==> config.mk <==
export PLATFORM = sky130hd
export DESIGN_NAME = eas_sequencer
export DESIGN_NICKNAME = d
export VERILOG_FILES = /design/src/core/eas_pkg.sv /design/src/core/eas_comparator.sv /design/src/core/eas_logic_rule.sv /design/src/core/eas_sequencer.sv
export SDC_FILE = /design/constraint.sdc
export NUM_CORES = 1
export LEC_CHECK = 0
export ABC_AREA = 1
export BUFFER_PORTS_ARGS = -buffer_cell sky130_fd_sc_hd__buf_2
export CORE_AREA = 2 2 209 211
export CTS_CLUSTER_DIAMETER = 50
export DETAILED_ROUTE_END_ITERATION = 12
export DIE_AREA = 0 0 211 213
export GPL_ROUTABILITY_DRIVEN = 0
export RECOVER_POWER = 100
export SLEW_MARGIN = 40
export SYNTH_ARGS = -nofsm -noshare
export SYNTH_HDL_FRONTEND = slang
export SYNTH_HIERARCHICAL = 1
export SYNTH_SLANG_ARGS = --single-unit
==> constraint.sdc <==
create_clock -name ref_clk_in -period 2.2 [get_ports ref_clk_in]
set_input_delay 0.66 -clock ref_clk_in [delete_from_list [all_inputs] [get_ports ref_clk_in]]
set_output_delay 0.66 -clock ref_clk_in [all_outputs]
set_load 0.02 [all_outputs]
==> src/core/eas_pkg.sv <==
// ****************************************************************
// Overview of operation
// A true event runs the action of the same index, then advances
// Only the event at the current index is evaluated per scan
// A false event runs nothing and keeps the index until next scan
// Start at slot zero and re-check only that event until true
// Programmed pair count is one to twenty; only those slots used
// After the last configured pair the index wraps to slot zero
// Comparators test a selected operand against a preset value
// Logic rules combine up to three boolean inputs with AND, OR, NOT
// Event source selects a status bit, a logic rule or a comparator
// Rule and comparator outputs stay valid outside the sequence
// Evaluation only on scan tick; synchronous clear resets index
// ****************************************************************
package eas_pkg;
   localparam int EAS_MAX_SLOTS     = 20;
   localparam int EAS_IDX_W         = 5;
   localparam int EAS_NUM_CMP       = 4;
   localparam int EAS_NUM_LR        = 4;
   localparam int EAS_NUM_STATUS    = 8;
   localparam int EAS_DATA_W        = 16;
   localparam int EAS_SEL_W         = 4;
   localparam int EAS_ACT_W         = 8;
   localparam int EAS_LR_IN_W       = 24;
   localparam logic [EAS_IDX_W-1:0] EAS_FIRST_IDX = 5'h00;
   localparam logic [EAS_IDX_W-1:0] EAS_COUNT_RST = 5'h01;

   // Event source kinds
   typedef enum logic [1:0] {
      EAS_SRC_STATUS = 2'h0,
      EAS_SRC_RULE   = 2'h1,
      EAS_SRC_CMP    = 2'h2,
      EAS_SRC_FALSE  = 2'h3
   } eas_src_type;

   // Comparator operators
   typedef enum logic [2:0] {
      EAS_CMP_LT = 3'h0,
      EAS_CMP_EQ = 3'h1,
      EAS_CMP_GT = 3'h2,
      EAS_CMP_LE = 3'h3,
      EAS_CMP_GE = 3'h4,
      EAS_CMP_NE = 3'h5
   } eas_cmp_op_type;
endpackage

==> src/core/eas_comparator.sv <==
// ****************************************************************
// Comparator: operand against preset value
// ****************************************************************
module eas_comparator
   import eas_pkg::*;
#(
   parameter int DATA_W = EAS_DATA_W
) (
   input  wire logic              ref_clk_in,
   input  wire logic              nrst_in,
   input  wire logic [DATA_W-1:0] operand_in,
   input  wire logic [DATA_W-1:0] preset_in,
   input  wire logic [2:0]        op_in,
   output logic                   result_out
);
   wire lt_w = operand_in < preset_in;
   wire eq_w = operand_in == preset_in;
   logic next_result;

   // Operator decode; unknown codes give false
   always_comb begin
      case (op_in)
         EAS_CMP_LT: next_result = lt_w;
         EAS_CMP_EQ: next_result = eq_w;
         EAS_CMP_GT: next_result = !lt_w && !eq_w;
         EAS_CMP_LE: next_result = lt_w || eq_w;
         EAS_CMP_GE: next_result = !lt_w;
         EAS_CMP_NE: next_result = !eq_w;
         default:    next_result = 1'b0;
      endcase
   end

   // Registered every cycle, so valid outside the sequence too
   always_ff @(posedge ref_clk_in or negedge nrst_in) begin
      if (!nrst_in) begin
         result_out <= 1'b0;
      end else begin
         result_out <= next_result;
      end
   end
endmodule

==> src/core/eas_logic_rule.sv <==
// ****************************************************************
// Logic rule: three inputs, two operators, optional inversions
// ****************************************************************
module eas_logic_rule (
   input  wire logic       ref_clk_in,
   input  wire logic       nrst_in,
   input  wire logic [2:0] bool_in,
   input  wire logic [2:0] invert_in,
   input  wire logic [1:0] use_or_in,
   input  wire logic       use_third_in,
   output logic            result_out
);
   wire [2:0] term_w   = bool_in ^ invert_in;
   wire       first_w  = use_or_in[0] ? (term_w[0] | term_w[1])
                                      : (term_w[0] & term_w[1]);
   wire       second_w = use_or_in[1] ? (first_w | term_w[2])
                                      : (first_w & term_w[2]);
   wire       next_w   = use_third_in ? second_w : first_w;

   // Always evaluated, free for use by other functions
   always_ff @(posedge ref_clk_in or negedge nrst_in) begin
      if (!nrst_in) begin
         result_out <= 1'b0;
      end else begin
         result_out <= next_w;
      end
   end
endmodule

==> src/core/eas_sequencer.sv <==
// ****************************************************************
// Event/action sequencer top
// ****************************************************************
module eas_sequencer
   import eas_pkg::*;
#(
   parameter int NUM_CMP = EAS_NUM_CMP,
   parameter int NUM_LR  = EAS_NUM_LR,
   parameter int DATA_W  = EAS_DATA_W
) (
   input  wire logic                             ref_clk_in,
   input  wire logic                             nrst_in,
   input  wire logic                             enable_in,
   input  wire logic                             clear_in,
   input  wire logic                             scan_tick_in,
   input  wire logic [EAS_IDX_W-1:0]             pair_count_in,
   input  wire logic [EAS_NUM_STATUS-1:0]        status_in,
   input  wire logic [EAS_MAX_SLOTS*2-1:0]       event_kind_in,
   input  wire logic [EAS_MAX_SLOTS*EAS_SEL_W-1:0] event_sel_in,
   input  wire logic [EAS_MAX_SLOTS*EAS_ACT_W-1:0] action_code_in,
   input  wire logic [NUM_CMP*DATA_W-1:0]        cmp_operand_in,
   input  wire logic [NUM_CMP*DATA_W-1:0]        cmp_preset_in,
   input  wire logic [NUM_CMP*3-1:0]             cmp_op_in,
   input  wire logic [NUM_LR*3-1:0]              lr_invert_in,
   input  wire logic [NUM_LR*2-1:0]              lr_use_or_in,
   input  wire logic [NUM_LR-1:0]                lr_use_third_in,
   input  wire logic [NUM_LR*3*EAS_SEL_W-1:0]    lr_input_sel_in,
   input  wire logic [7:0]                       lr_ext_in,
   output logic [EAS_IDX_W-1:0]                  current_index_out,
   output logic                                  action_strobe_out,
   output logic [EAS_ACT_W-1:0]                  action_code_out,
   output logic [EAS_IDX_W-1:0]                  action_index_out,
   output logic [NUM_CMP-1:0]                    cmp_result_out,
   output logic [NUM_LR-1:0]                     lr_result_out
);
   // ****************************************************************
   // Input synchronisers for pin-level inputs
   // ****************************************************************
   logic [EAS_NUM_STATUS-1:0] status_s1;
   logic [EAS_NUM_STATUS-1:0] status_s2;
   logic [7:0]                ext_s1;
   logic [7:0]                ext_s2;

   // Two flops before any logic reads the status and digital pins
   always_ff @(posedge ref_clk_in or negedge nrst_in) begin
      if (!nrst_in) begin
         status_s1 <= '0;
         status_s2 <= '0;
         ext_s1    <= '0;
         ext_s2    <= '0;
      end else begin
         status_s1 <= status_in;
         status_s2 <= status_s1;
         ext_s1    <= lr_ext_in;
         ext_s2    <= ext_s1;
      end
   end

   // ****************************************************************
   // Comparators and logic rules
   // ****************************************************************
   logic [NUM_CMP-1:0] cmp_res;
   logic [NUM_LR-1:0]  lr_res;
   logic [EAS_IDX_W-1:0] idx;
   logic                 fired;

   // Boolean pool for logic rule inputs: status, comparators, ext, last event
   localparam int POOL_W = 16;
   wire [POOL_W-1:0] pool_w = {fired, 3'h0, cmp_res[3:0], ext_s2[3:0], status_s2[3:0]};

   genvar g;
   generate
      for (g = 0; g < NUM_CMP; g++) begin : g_cmp
         eas_comparator #(.DATA_W(DATA_W)) u_cmp (
            .ref_clk_in (ref_clk_in),
            .nrst_in    (nrst_in),
            .operand_in (cmp_operand_in[g*DATA_W +: DATA_W]),
            .preset_in  (cmp_preset_in[g*DATA_W +: DATA_W]),
            .op_in      (cmp_op_in[g*3 +: 3]),
            .result_out (cmp_res[g])
         );
      end
      for (g = 0; g < NUM_LR; g++) begin : g_lr
         wire [EAS_SEL_W-1:0] s0_w = lr_input_sel_in[(g*3+0)*EAS_SEL_W +: EAS_SEL_W];
         wire [EAS_SEL_W-1:0] s1_w = lr_input_sel_in[(g*3+1)*EAS_SEL_W +: EAS_SEL_W];
         wire [EAS_SEL_W-1:0] s2_w = lr_input_sel_in[(g*3+2)*EAS_SEL_W +: EAS_SEL_W];
         eas_logic_rule u_lr (
            .ref_clk_in   (ref_clk_in),
            .nrst_in      (nrst_in),
            .bool_in      ({pool_w[s2_w], pool_w[s1_w], pool_w[s0_w]}),
            .invert_in    (lr_invert_in[g*3 +: 3]),
            .use_or_in    (lr_use_or_in[g*2 +: 2]),
            .use_third_in (lr_use_third_in[g]),
            .result_out   (lr_res[g])
         );
      end
   endgenerate

   // ****************************************************************
   // Event selection at the current index only
   // ****************************************************************
   wire [1:0]           kind_w = event_kind_in[idx*2 +: 2];
   wire [EAS_SEL_W-1:0] sel_w  = event_sel_in[idx*EAS_SEL_W +: EAS_SEL_W];
   wire [EAS_ACT_W-1:0] act_w  = action_code_in[idx*EAS_ACT_W +: EAS_ACT_W];
   wire stat_hit_w = (sel_w < EAS_NUM_STATUS) ? status_s2[sel_w[2:0]] : 1'b0;
   wire rule_hit_w = (sel_w < NUM_LR) ? lr_res[sel_w[1:0]] : 1'b0;
   wire cmp_hit_w  = (sel_w < NUM_CMP) ? cmp_res[sel_w[1:0]] : 1'b0;
   wire event_true_w = (kind_w == EAS_SRC_STATUS) ? stat_hit_w :
                       (kind_w == EAS_SRC_RULE)   ? rule_hit_w :
                       (kind_w == EAS_SRC_CMP)    ? cmp_hit_w  : 1'b0;

   // Pair count clamped to 1..20 so a bad setting cannot run off the table
   wire [EAS_IDX_W-1:0] count_w = (pair_count_in == 5'h00) ? EAS_COUNT_RST :
                                  (pair_count_in > EAS_IDX_W'(EAS_MAX_SLOTS)) ?
                                  EAS_IDX_W'(EAS_MAX_SLOTS) : pair_count_in;
   wire last_w   = (idx >= count_w - EAS_COUNT_RST);
   wire eval_w   = enable_in && scan_tick_in;
   wire hit_w    = eval_w && event_true_w;
   wire [EAS_IDX_W-1:0] next_idx = clear_in ? EAS_FIRST_IDX :
                                   !hit_w   ? idx :
                                   last_w   ? EAS_FIRST_IDX :
                                   idx + EAS_COUNT_RST;

   // Index and action registers
   always_ff @(posedge ref_clk_in or negedge nrst_in) begin
      if (!nrst_in) begin
         idx             <= EAS_FIRST_IDX;
         fired           <= 1'b0;
         action_code_out <= '0;
         action_index_out <= '0;
      end else begin
         idx   <= next_idx;
         fired <= hit_w && !clear_in;
         if (hit_w && !clear_in) begin
            action_code_out  <= act_w;
            action_index_out <= idx;
         end
      end
   end

   // Output mirrors, straight from flops
   always_ff @(posedge ref_clk_in or negedge nrst_in) begin
      if (!nrst_in) begin
         current_index_out <= EAS_FIRST_IDX;
         action_strobe_out <= 1'b0;
         cmp_result_out    <= '0;
         lr_result_out     <= '0;
      end else begin
         current_index_out <= next_idx;
         action_strobe_out <= hit_w && !clear_in;
         cmp_result_out    <= cmp_res;
         lr_result_out     <= lr_res;
      end
   end
endmodule

; ---- After elaboration in Yosys (flattened, before gate mapping)
; Index checks and enable logic that the tools add are counted.
[word_totals]
reg_bits = 59
wordCells = 175
out_inout_bits = 27
[classes]
n_shift = 3
n_addsub = 2
n_lt_le_gt_ge = 22
bitwise_logic = 20
mux = 57
eq_ne = 26
reduce_logical = 27
[ops]
columns = cell, count
row1 = $shiftx A160 B9 Y8, 1
row2 = $shiftx A80 B8 Y4, 1
row3 = $eq A16 B16 Y1, 4
row4 = $lt A16 B16 Y1, 4
row5 = $lt A4 B5 Y1 const B, 12
row6 = $bmux W1 S4, 12
row7 = $shiftx A40 B7 Y2, 1
row8 = $mux W1, 33
row9 = $mux W5, 5
row10 = $eq A3 B2 Y1 const B, 8
row11 = $eq A3 B3 Y1 const B, 8
row12 = $pmux W1 S6, 4
row13 = $eq A3 B1 Y1 const B, 4
row14 = $logic_not A3 Y1, 4
row15 = $xor A3 B3 Y3, 4
row16 = $logic_not A1 Y1, 9
row17 = $and A1 B1 Y1, 8
row18 = $or A1 B1 Y1, 8
row19 = $logic_and A1 B1 Y1, 7
row20 = $add A5 B1 Y5 const B, 1
row21 = $ge A5 B5 Y1, 1
row22 = $gt A5 B5 Y1 const B, 1
row23 = $logic_not A5 Y1, 1
row24 = $sub A5 B1 Y5 const B, 1
row25 = other kinds (11), 15

; ---- Logic depth before layout (Yosys ltp)
; Gate-level depths: netlist (run 1).
[logic_depth]
depth_word = 10
ltp_mapped = 22

; ---- Hierarchy
; Netlist (run 1), hierarchy kept.
[modules_own_cells]
columns = module, n_inst, seq_area_each_um2, area_each_um2, cells_each
row1 = eas_sequencer, 1, 1276.2, 6119.6, 1037
row2 = eas_comparator at g_cmp[0].u_cmp ..., 3, 25.0, 609.3, 98
row3 = eas_comparator at g_cmp[2].u_cmp, 1, 25.0, 581.8, 98
row4 = eas_logic_rule, 4, 25.0, 127.6, 24

; ---- Worst setup path after synthesis (run 1)
; Ideal clock, no wire load.
[synth_timing]
kind = input -> register
startpoint = input pair_count_in[3]
endpoint = register idx[4]
setup_time_ps = 119
arrival_ps = 2338
required_time_ps = 2081
setup_slack_ps = -256
path_stages = 15
cell_sequence = o21ai_0 > a21o_1 > nand2_1 > ha_1 > nand2_1 > xor2_1 > inv_1 > ha_1 > nand2_1 > nor2_1 > o21ai_0 > o211ai_1 > nor2_1 > nand4_1 > nand2_1
[synth_via]
elab_chain_cells = 8
[synth_lines]
columns = item, line
row1 = "start, declared", eas_sequencer.sv:16  ; input wire logic [EAS_IDX_W-1:0] pair_count_in,
row2 = $gt A5 B5 Y1, eas_sequencer.sv:114  ; (pair_count_in > EAS_IDX_W'(EAS_MAX_SLOTS)) ?
row3 = $mux W5, eas_sequencer.sv:114
row4 = $mux W5 *, eas_sequencer.sv:113  ; wire [EAS_IDX_W-1:0] count_w = (pair_count_in == 5'h00) ? EAS_COUNT_RST :
row5 = $sub A5 B1 Y5 *, eas_sequencer.sv:116  ; wire last_w = (idx >= count_w - EAS_COUNT_RST);
row6 = $ge A5 B5 Y1 *, eas_sequencer.sv:116
row7 = $mux W5 *, eas_sequencer.sv:121  ; last_w ? EAS_FIRST_IDX :
row8 = $mux W5 *, eas_sequencer.sv:120  ; !hit_w ? idx :
row9 = $mux W5 *, eas_sequencer.sv:119  ; wire [EAS_IDX_W-1:0] next_idx = clear_in ? EAS_FIRST_IDX :
row10 = "end signal, assigned", eas_sequencer.sv:132  ; idx <= next_idx;
row11 = "end, declared", eas_sequencer.sv:64  ; logic [EAS_IDX_W-1:0] idx;
; Every way passes the cells marked *; elsewhere a longest branch is shown, timed or not. The select of a mux whose other input is x is not followed.
; A chain may end at the register's enable or synchronous reset.

; ---- Final worst setup path (run 1)
[layout_timing]
startpoint = input pair_count_in[3]
endpoint = register idx[1]
; The elaborated chain is that of the path after synthesis.

==> results of run 1 <==
==> per-layer routing <==
layer | share of wire, % | track usage [%] | wire, um | vias to the layer above
met3 | 7.9 | 3.94 | 3140 | 67
met1 | 44 | 21.8 | 17400 | 5524
li1 | - | - | - | 6168
met4 | 2.0 | 4.15 | 779 | 8
met2 | 46 | 28.0 | 18500 | 503
met5 | 0.13 | 0 | 53 | -
==> placed cells by master (no fill, tap or decap), types with 18 or more instances in the layout <==
cell type and n:
buf_2 515, nand2_1 295, inv_1 204, nor2_1 186, o21ai_0 175, nand3_1 115
a21oi_1 71, ha_1 68, dfrtp_1 56, buf_4 56, o22ai_1 45, o211ai_1 36
nand2_2 32, clkbuf_1 27, nand4_1 22, o21ai_1 18
==> repair_timing <==
item | CTS | global route
pin swaps | 5 | 3
setup buffers | 1 | 6
endpoints found under the setup margin | 19 | 22
cloned | 0 | 2
resized for setup | 16 | 18
==> area by class of cell <==
| class | count | area (sq um) |
|---|---|---|
| antenna | 5 | 12.5 |
| clock buffer | 9 | 225 |
| clock inverter | 7 | 58.8 |
| fill | 4776 | 29700 |
| inverter | 214 | 812 |
| multi-input combinational | 1169 | 6420 |
| sequential | 59 | 1480 |
| tap | 546 | 683 |
| timing repair buffer | 609 | 3280 |
| timing repair inverter | 1 | 5.00 |
==> path summary, 6_finish.rpt <==
| kind | from | to | slack (ns) | depth (start not counted) |
|---|---|---|---|---|
| min in group asynchronous | nrst_in | lr_result_out[0]$_DFF_PN0_ | 0.56 | 1 |
| setup / recovery | pair_count_in[3] | idx[1]$_DFFE_PN0P_ | -0.19 | 16 |
| hold reg to reg | status_s1[4]$_DFF_PN0_ | status_s2[4]$_DFF_PN0_ | 0.35 | 0 |
| setup reg to reg | idx[0]$_DFFE_PN0P_ | action_index_out[3]$_DFFE_PN0P_ | -0.12 | 22 |
| hold / removal | status_s1[4]$_DFF_PN0_ | status_s2[4]$_DFF_PN0_ | 0.35 | 0 |
| max in group asynchronous | nrst_in | action_index_out[2]$_DFFE_PN0P_ | 0.60 | 2 |
==> cells by family after synthesis <==
| kind of cell | after synthesis | synth area share [%] |
|---|---|---|
| flops | 59 | 16.3 |
| fa+ha+maj | 70 | 9.69 |
| xor+xnor | 9 | 0.872 |
| simple gates | 690 | 33.4 |
| buf+inv | 298 | 13.9 |
| compound gates | 399 | 25.8 |
==> critical path, stage by stage <==
cell,delay (ns)
buf_2,0.14
o21ai_4,0.16
a21o_1,0.13
nand2_1,0.08
ha_2,0.19
buf_4,0.13
xnor2_1,0.16
ha_1,0.27
nand2_1,0.09
nor2_2,0.04
o21ai_1,0.07
o211ai_1,0.11
buf_4,0.17
nor2_2,0.11
nand4_1,0.08
nand2_1,0.06
==> registers in the layout, summed over array words and instances (netlist names), 5 cells and up <==
register	cells
action_code_out	8
action_index_out	5
idx	5
status_s1	8
status_s2	8
==> power groups by stage <==
stage                     Combinational (mW)  Sequential, mW  Clock (mW)
after floorplan                         1.16            1.42           0
after global placement                  2.25            1.36           0
after detailed placement                2.30            1.36           0
after CTS                               2.32            1.35        1.45
after global routing                    2.60            1.37        1.49
final                                   2.32            1.35        1.38
==> impl_metrics.env, run 1 <==
export IMPL_synth_fp_nets=2113
export IMPL_crit_arrival_ns=2.67
export IMPL_dpl_worst_slack_ns=-0.511
export IMPL_vdd_drop_max_v=0.000266
export IMPL_placed_cells=2589
export IMPL_hpwl_mm=32.6
export IMPL_fin_skew_ns=0.0124
export IMPL_port_buffers=540
export IMPL_syn_to_final_growth_pct=43.5
export IMPL_p_switching_mw=2.07
export IMPL_drt_pass1_iterations=5
export IMPL_final_area_sq_um=13000
export IMPL_holdCritPathClass="reg2reg"
export IMPL_synth_edff_count=0
export IMPL_h_tree_depth=3
export IMPL_yosysTopAreaCellShare_pct=16.3
export IMPL_fin_total_pwr_mw=5.05
export IMPL_synth_common_cells="301 x nand2_1, 207 x inv_1, 196 x nor2_1, 178 x o21ai_0, 116 x nand3_1"
export IMPL_placedInstanceArea_sq_um=12600
export IMPL_drt_first_iter_violations=812
export IMPL_drt_wl_total_mm=39.8
export IMPL_critPathRequiredTime_ns=2.47
export IMPL_maxCapViolCount=0
export IMPL_grt_util_all_layers_pct=16.8
export IMPL_worstSkewPairLatency_ns=0.35
export IMPL_cts_clk_slew_worst_paths_ns=0.06
export IMPL_start_util_pct=21.2
export IMPL_min_period_ns=2.39
export IMPL_postSynth_asyncResetShare_pct=100
export IMPL_rsz0062_at_grt="true"
export IMPL_stdcell_count=2619
export IMPL_antenna_found_initial=11
export IMPL_cts_tree="yes"
export IMPL_post_route_util_pct=30.4
export IMPL_die_x_um=211
export IMPL_max_clock_path_buffers=2
export IMPL_slew_headroom_pct=20.0
export IMPL_yosysSeqAreaShare_pct=16.3
export IMPL_grt_pass1_vias=11598
export IMPL_ys_flop_type="dfrtp_1"
export IMPL_fin_crit_sh_pct=109
export IMPL_maxSlewViolCount=0
export IMPL_cts_root_buf="clkbuf_16"
export IMPL_synth_area_sq_um=9040
export IMPL_ios=545
export IMPL_grt_start_max_net_pins=79
export IMPL_finalSetupViolCount=18
export IMPL_p_leak_nw=7.16
export IMPL_ys_ff_latch=59
export IMPL_p_seq_share_pct=26.8
export IMPL_vias_per_cell=4.68
export IMPL_synth_avg_cell_area_sq_um=5.93
export IMPL_power_frac_comb_pct=45.9
export IMPL_coreArea_sq_um=42700
export IMPL_fp_dieH_um=213
export IMPL_end_kind="flip-flop"
export IMPL_p_clk_share_pct=27.3
export IMPL_worst_hold_slack_ns=0.347
export IMPL_clock_sinks=59
export IMPL_fmax_ghz=0.418
export IMPL_crit_type="in2reg"
export IMPL_powerDensity_nw_per_um2=389
export IMPL_drive_gt1_share_pct=33.8
export IMPL_start_kind="input port"
export IMPL_grt_pass1_wl_mm=60.0
export IMPL_finalHoldViolations=0
export IMPL_vias=12270
export IMPL_ant_nets=0
export IMPL_drc=0
export IMPL_setup_tns_ns=-2.24
export IMPL_grt_ovfl_total=0
export IMPL_rows=76
export IMPL_tightest_slew_ns=1.20
export IMPL_yosysWarningCount=6
export IMPL_status="finished, violations left"
export IMPL_cts_buffers=9
export IMPL_yosysUniqueCellTypes=38
export IMPL_wl_per_cell_um=15.2
export IMPL_violations="setup timing"
export IMPL_cp_max_fo=5
export IMPL_fin_nets=2651
export IMPL_p_int_mw=2.97
export IMPL_cts_hold_buffers=0
export IMPL_die_area_sq_um=44900
export IMPL_syn_inst=1525
export IMPL_switching_share_pct=41.1
export IMPL_synth_most_common_cell="nand2_1"
export IMPL_synthTopCellsByArea="dfrtp_1 16%, nand2_1 12%, o21ai_0 9.9%, ha_1 9.7%, inv_1 8.6%"
export IMPL_synth_area_leader_cell="dfrtp_1"
export IMPL_final_setup_worst_slack_ns=-0.195
Note: power is estimated with default switching activity, not from simulation.
==> run 2, diff against run 1 <==
RECOVER_POWER = not set   (was 100)
==> run 2 against run 1 <==
  * The run still ends with setup timing left
  * Clock power about the same
  * Sequential power barely moved
  * Flip-flop and latch count stayed put
  * Combinational power about the same
  * Critical path type unchanged
  * Largest cell class unchanged
  * Highest routed layer unchanged
==> impl_metrics.env, run 2 (synthesized netlist as in run 1, its figures left out) <==
export IMPL_slew_headroom_pct=59.3
export IMPL_cts_hold_buffers=0
export IMPL_start_kind="input port"
export IMPL_hpwl_mm=32.6
export IMPL_r2r_slack_ns=-0.12
export IMPL_powerDensity_nw_per_um2=390
export IMPL_fin_nets=2651
export IMPL_fin_crit_sh_pct=109
export IMPL_grt_start_max_net_pins=79
export IMPL_vias=12312
export IMPL_ios=545
export IMPL_post_route_util_pct=30.5
export IMPL_cp_max_fo=5
export IMPL_final_setup_worst_slack_ns=-0.196
export IMPL_drt_pass1_iterations=5
export IMPL_maxCapViolCount=0
export IMPL_dpl_worst_slack_ns=-0.511
export IMPL_end_kind="flip-flop"
export IMPL_maxSlewViolCount=0
export IMPL_vias_per_cell=4.70
export IMPL_wl_per_cell_um=15.2
export IMPL_rows=76
export IMPL_worstSkewPairLatency_ns=0.34
export IMPL_finalSetupViolCount=18
export IMPL_cts_root_buf="clkbuf_16"
export IMPL_status="finished, violations left"
export IMPL_fp_dieH_um=213
export IMPL_cts_clk_slew_worst_paths_ns=0.06
export IMPL_placedInstanceArea_sq_um=12600
export IMPL_port_buffers=540
export IMPL_clock_sinks=59
export IMPL_grt_util_all_layers_pct=16.8
export IMPL_max_clock_path_buffers=2
export IMPL_drt_wl_total_mm=39.8
export IMPL_start_util_pct=21.2
export IMPL_drt_first_iter_violations=820
export IMPL_die_area_sq_um=44900
export IMPL_crit_type="in2reg"
export IMPL_tightest_slew_ns=0.611
export IMPL_mostFrequentLayoutCells="539 x buf_2, 295 x nand2_1, 204 x inv_1"
export IMPL_finalHoldViolations=0
export IMPL_coreArea_sq_um=42700
export IMPL_fin_skew_ns=0.0120
export IMPL_h_tree_depth=3
export IMPL_cts_tree="yes"
export IMPL_critPathRequiredTime_ns=2.47
export IMPL_top_regs="action_code_out (8), status_s1 (8), status_s2 (8)"
export IMPL_grt_pass1_vias=11598
export IMPL_crit_arrival_ns=2.67
export IMPL_final_area_sq_um=13000
export IMPL_min_period_ns=2.40
export IMPL_p_leak_nw=7.25
export IMPL_violations="setup timing"
export IMPL_mostFrequentLayoutCell="buf_2"
export IMPL_grt_ovfl_total=0
export IMPL_grt_pass1_wl_mm=60.0
export IMPL_holdCritPathClass="in2async"
export IMPL_syn_to_final_growth_pct=44.1
export IMPL_n_fill_cell=4770
export IMPL_ant_nets=0
export IMPL_drc=0
export IMPL_antenna_found_initial=11
export IMPL_die_x_um=211
export IMPL_fmax_ghz=0.417
export IMPL_vdd_drop_max_v=0.000266
export IMPL_drive_gt1_share_pct=35.3
export IMPL_rsz0062_at_grt="true"
export IMPL_cts_buffers=9
export IMPL_worst_hold_slack_ns=0.331
## run 2: cell count changes in the layout (fill, tap and decap cells not counted), sizes merged
cell | before | now
clkbuf | 37 | 9
buf | 581 | 609
## run 2: power breakdown
| group | internal (mW) | switching, mW |
|---|---|---|
| Combinational | 0.999 | 1.35 |
| Sequential | 1.23 | 0.124 |
| Clock | 0.782 | 0.594 |
## run 2: stage by stage
stage,TNS (ns),power (mW),cells
2_1_floorplan,-1.28,2.58,1525
6_report,-2.27,5.07,2619
3_5_place_dp,-6.11,3.67,2589
4_1_cts,-2.28,5.12,2606
3_3_place_gp,-5.54,3.61,2589
5_1_grt,-6.24,5.49,2618
## run 2: cell type report
cell class | instances | area (sq um) | share of cell area (%)
Sequential cell | 59 | 1490 | 11.4
Timing Repair Buffer | 609 | 3320 | 25.5
Tap cell | 546 | 683 | 5.25
Inverter | 214 | 812 | 6.24
Clock buffer | 9 | 225 | 1.73
Clock inverter | 7 | 58.8 | 0.452
Multi-Input combinational cell | 1169 | 6420 | 49.3
Timing Repair inverter | 1 | 5.00 | 0.0384
Antenna cell | 5 | 12.5 | 0.0961
## run 2: critical path: stages
cell and delay (ns):
buf_2 0.14, o21ai_4 0.16, a21o_1 0.13, nand2_1 0.08, ha_2 0.19, buf_4 0.13, xnor2_1 0.16, ha_1 0.27
nand2_1 0.09, nor2_2 0.04, o21ai_1 0.07, o211ai_1 0.11, buf_4 0.17, nor2_2 0.11, nand4_1 0.08, nand2_1 0.06
## run 2: layer usage
metal	up-vias	wire length (um)	GRT usage, %
li1	6170	-	-
met1	5545	17300	21.8
met2	525	18500	28.0
met3	64	3150	3.94
met4	8	758	4.15
met5	-	53	0
## run 2: timing repair
item,4_1_cts,5_1_grt
cloned,0,2
setup endpoints to repair,19,22
pin swaps,5,3
setup buffers,1,6
resized for setup,16,18
## run 2: path summary, 6_finish.rpt
path	depth (start not counted)	to	startpoint
max in group asynchronous	2	g_cmp[2].u_cmp/result_out$_DFF_PN0_	nrst_in
worst min register to register	0	status_s2[4]$_DFF_PN0_	status_s1[4]$_DFF_PN0_
worst min-delay path	1	lr_result_out[0]$_DFF_PN0_	nrst_in
worst max register to register	22	action_index_out[3]$_DFFE_PN0P_	idx[0]$_DFFE_PN0P_
min in group ref_clk_in	0	status_s2[4]$_DFF_PN0_	status_s1[4]$_DFF_PN0_
worst max-delay path	16	idx[1]$_DFFE_PN0P_	pair_count_in[3]
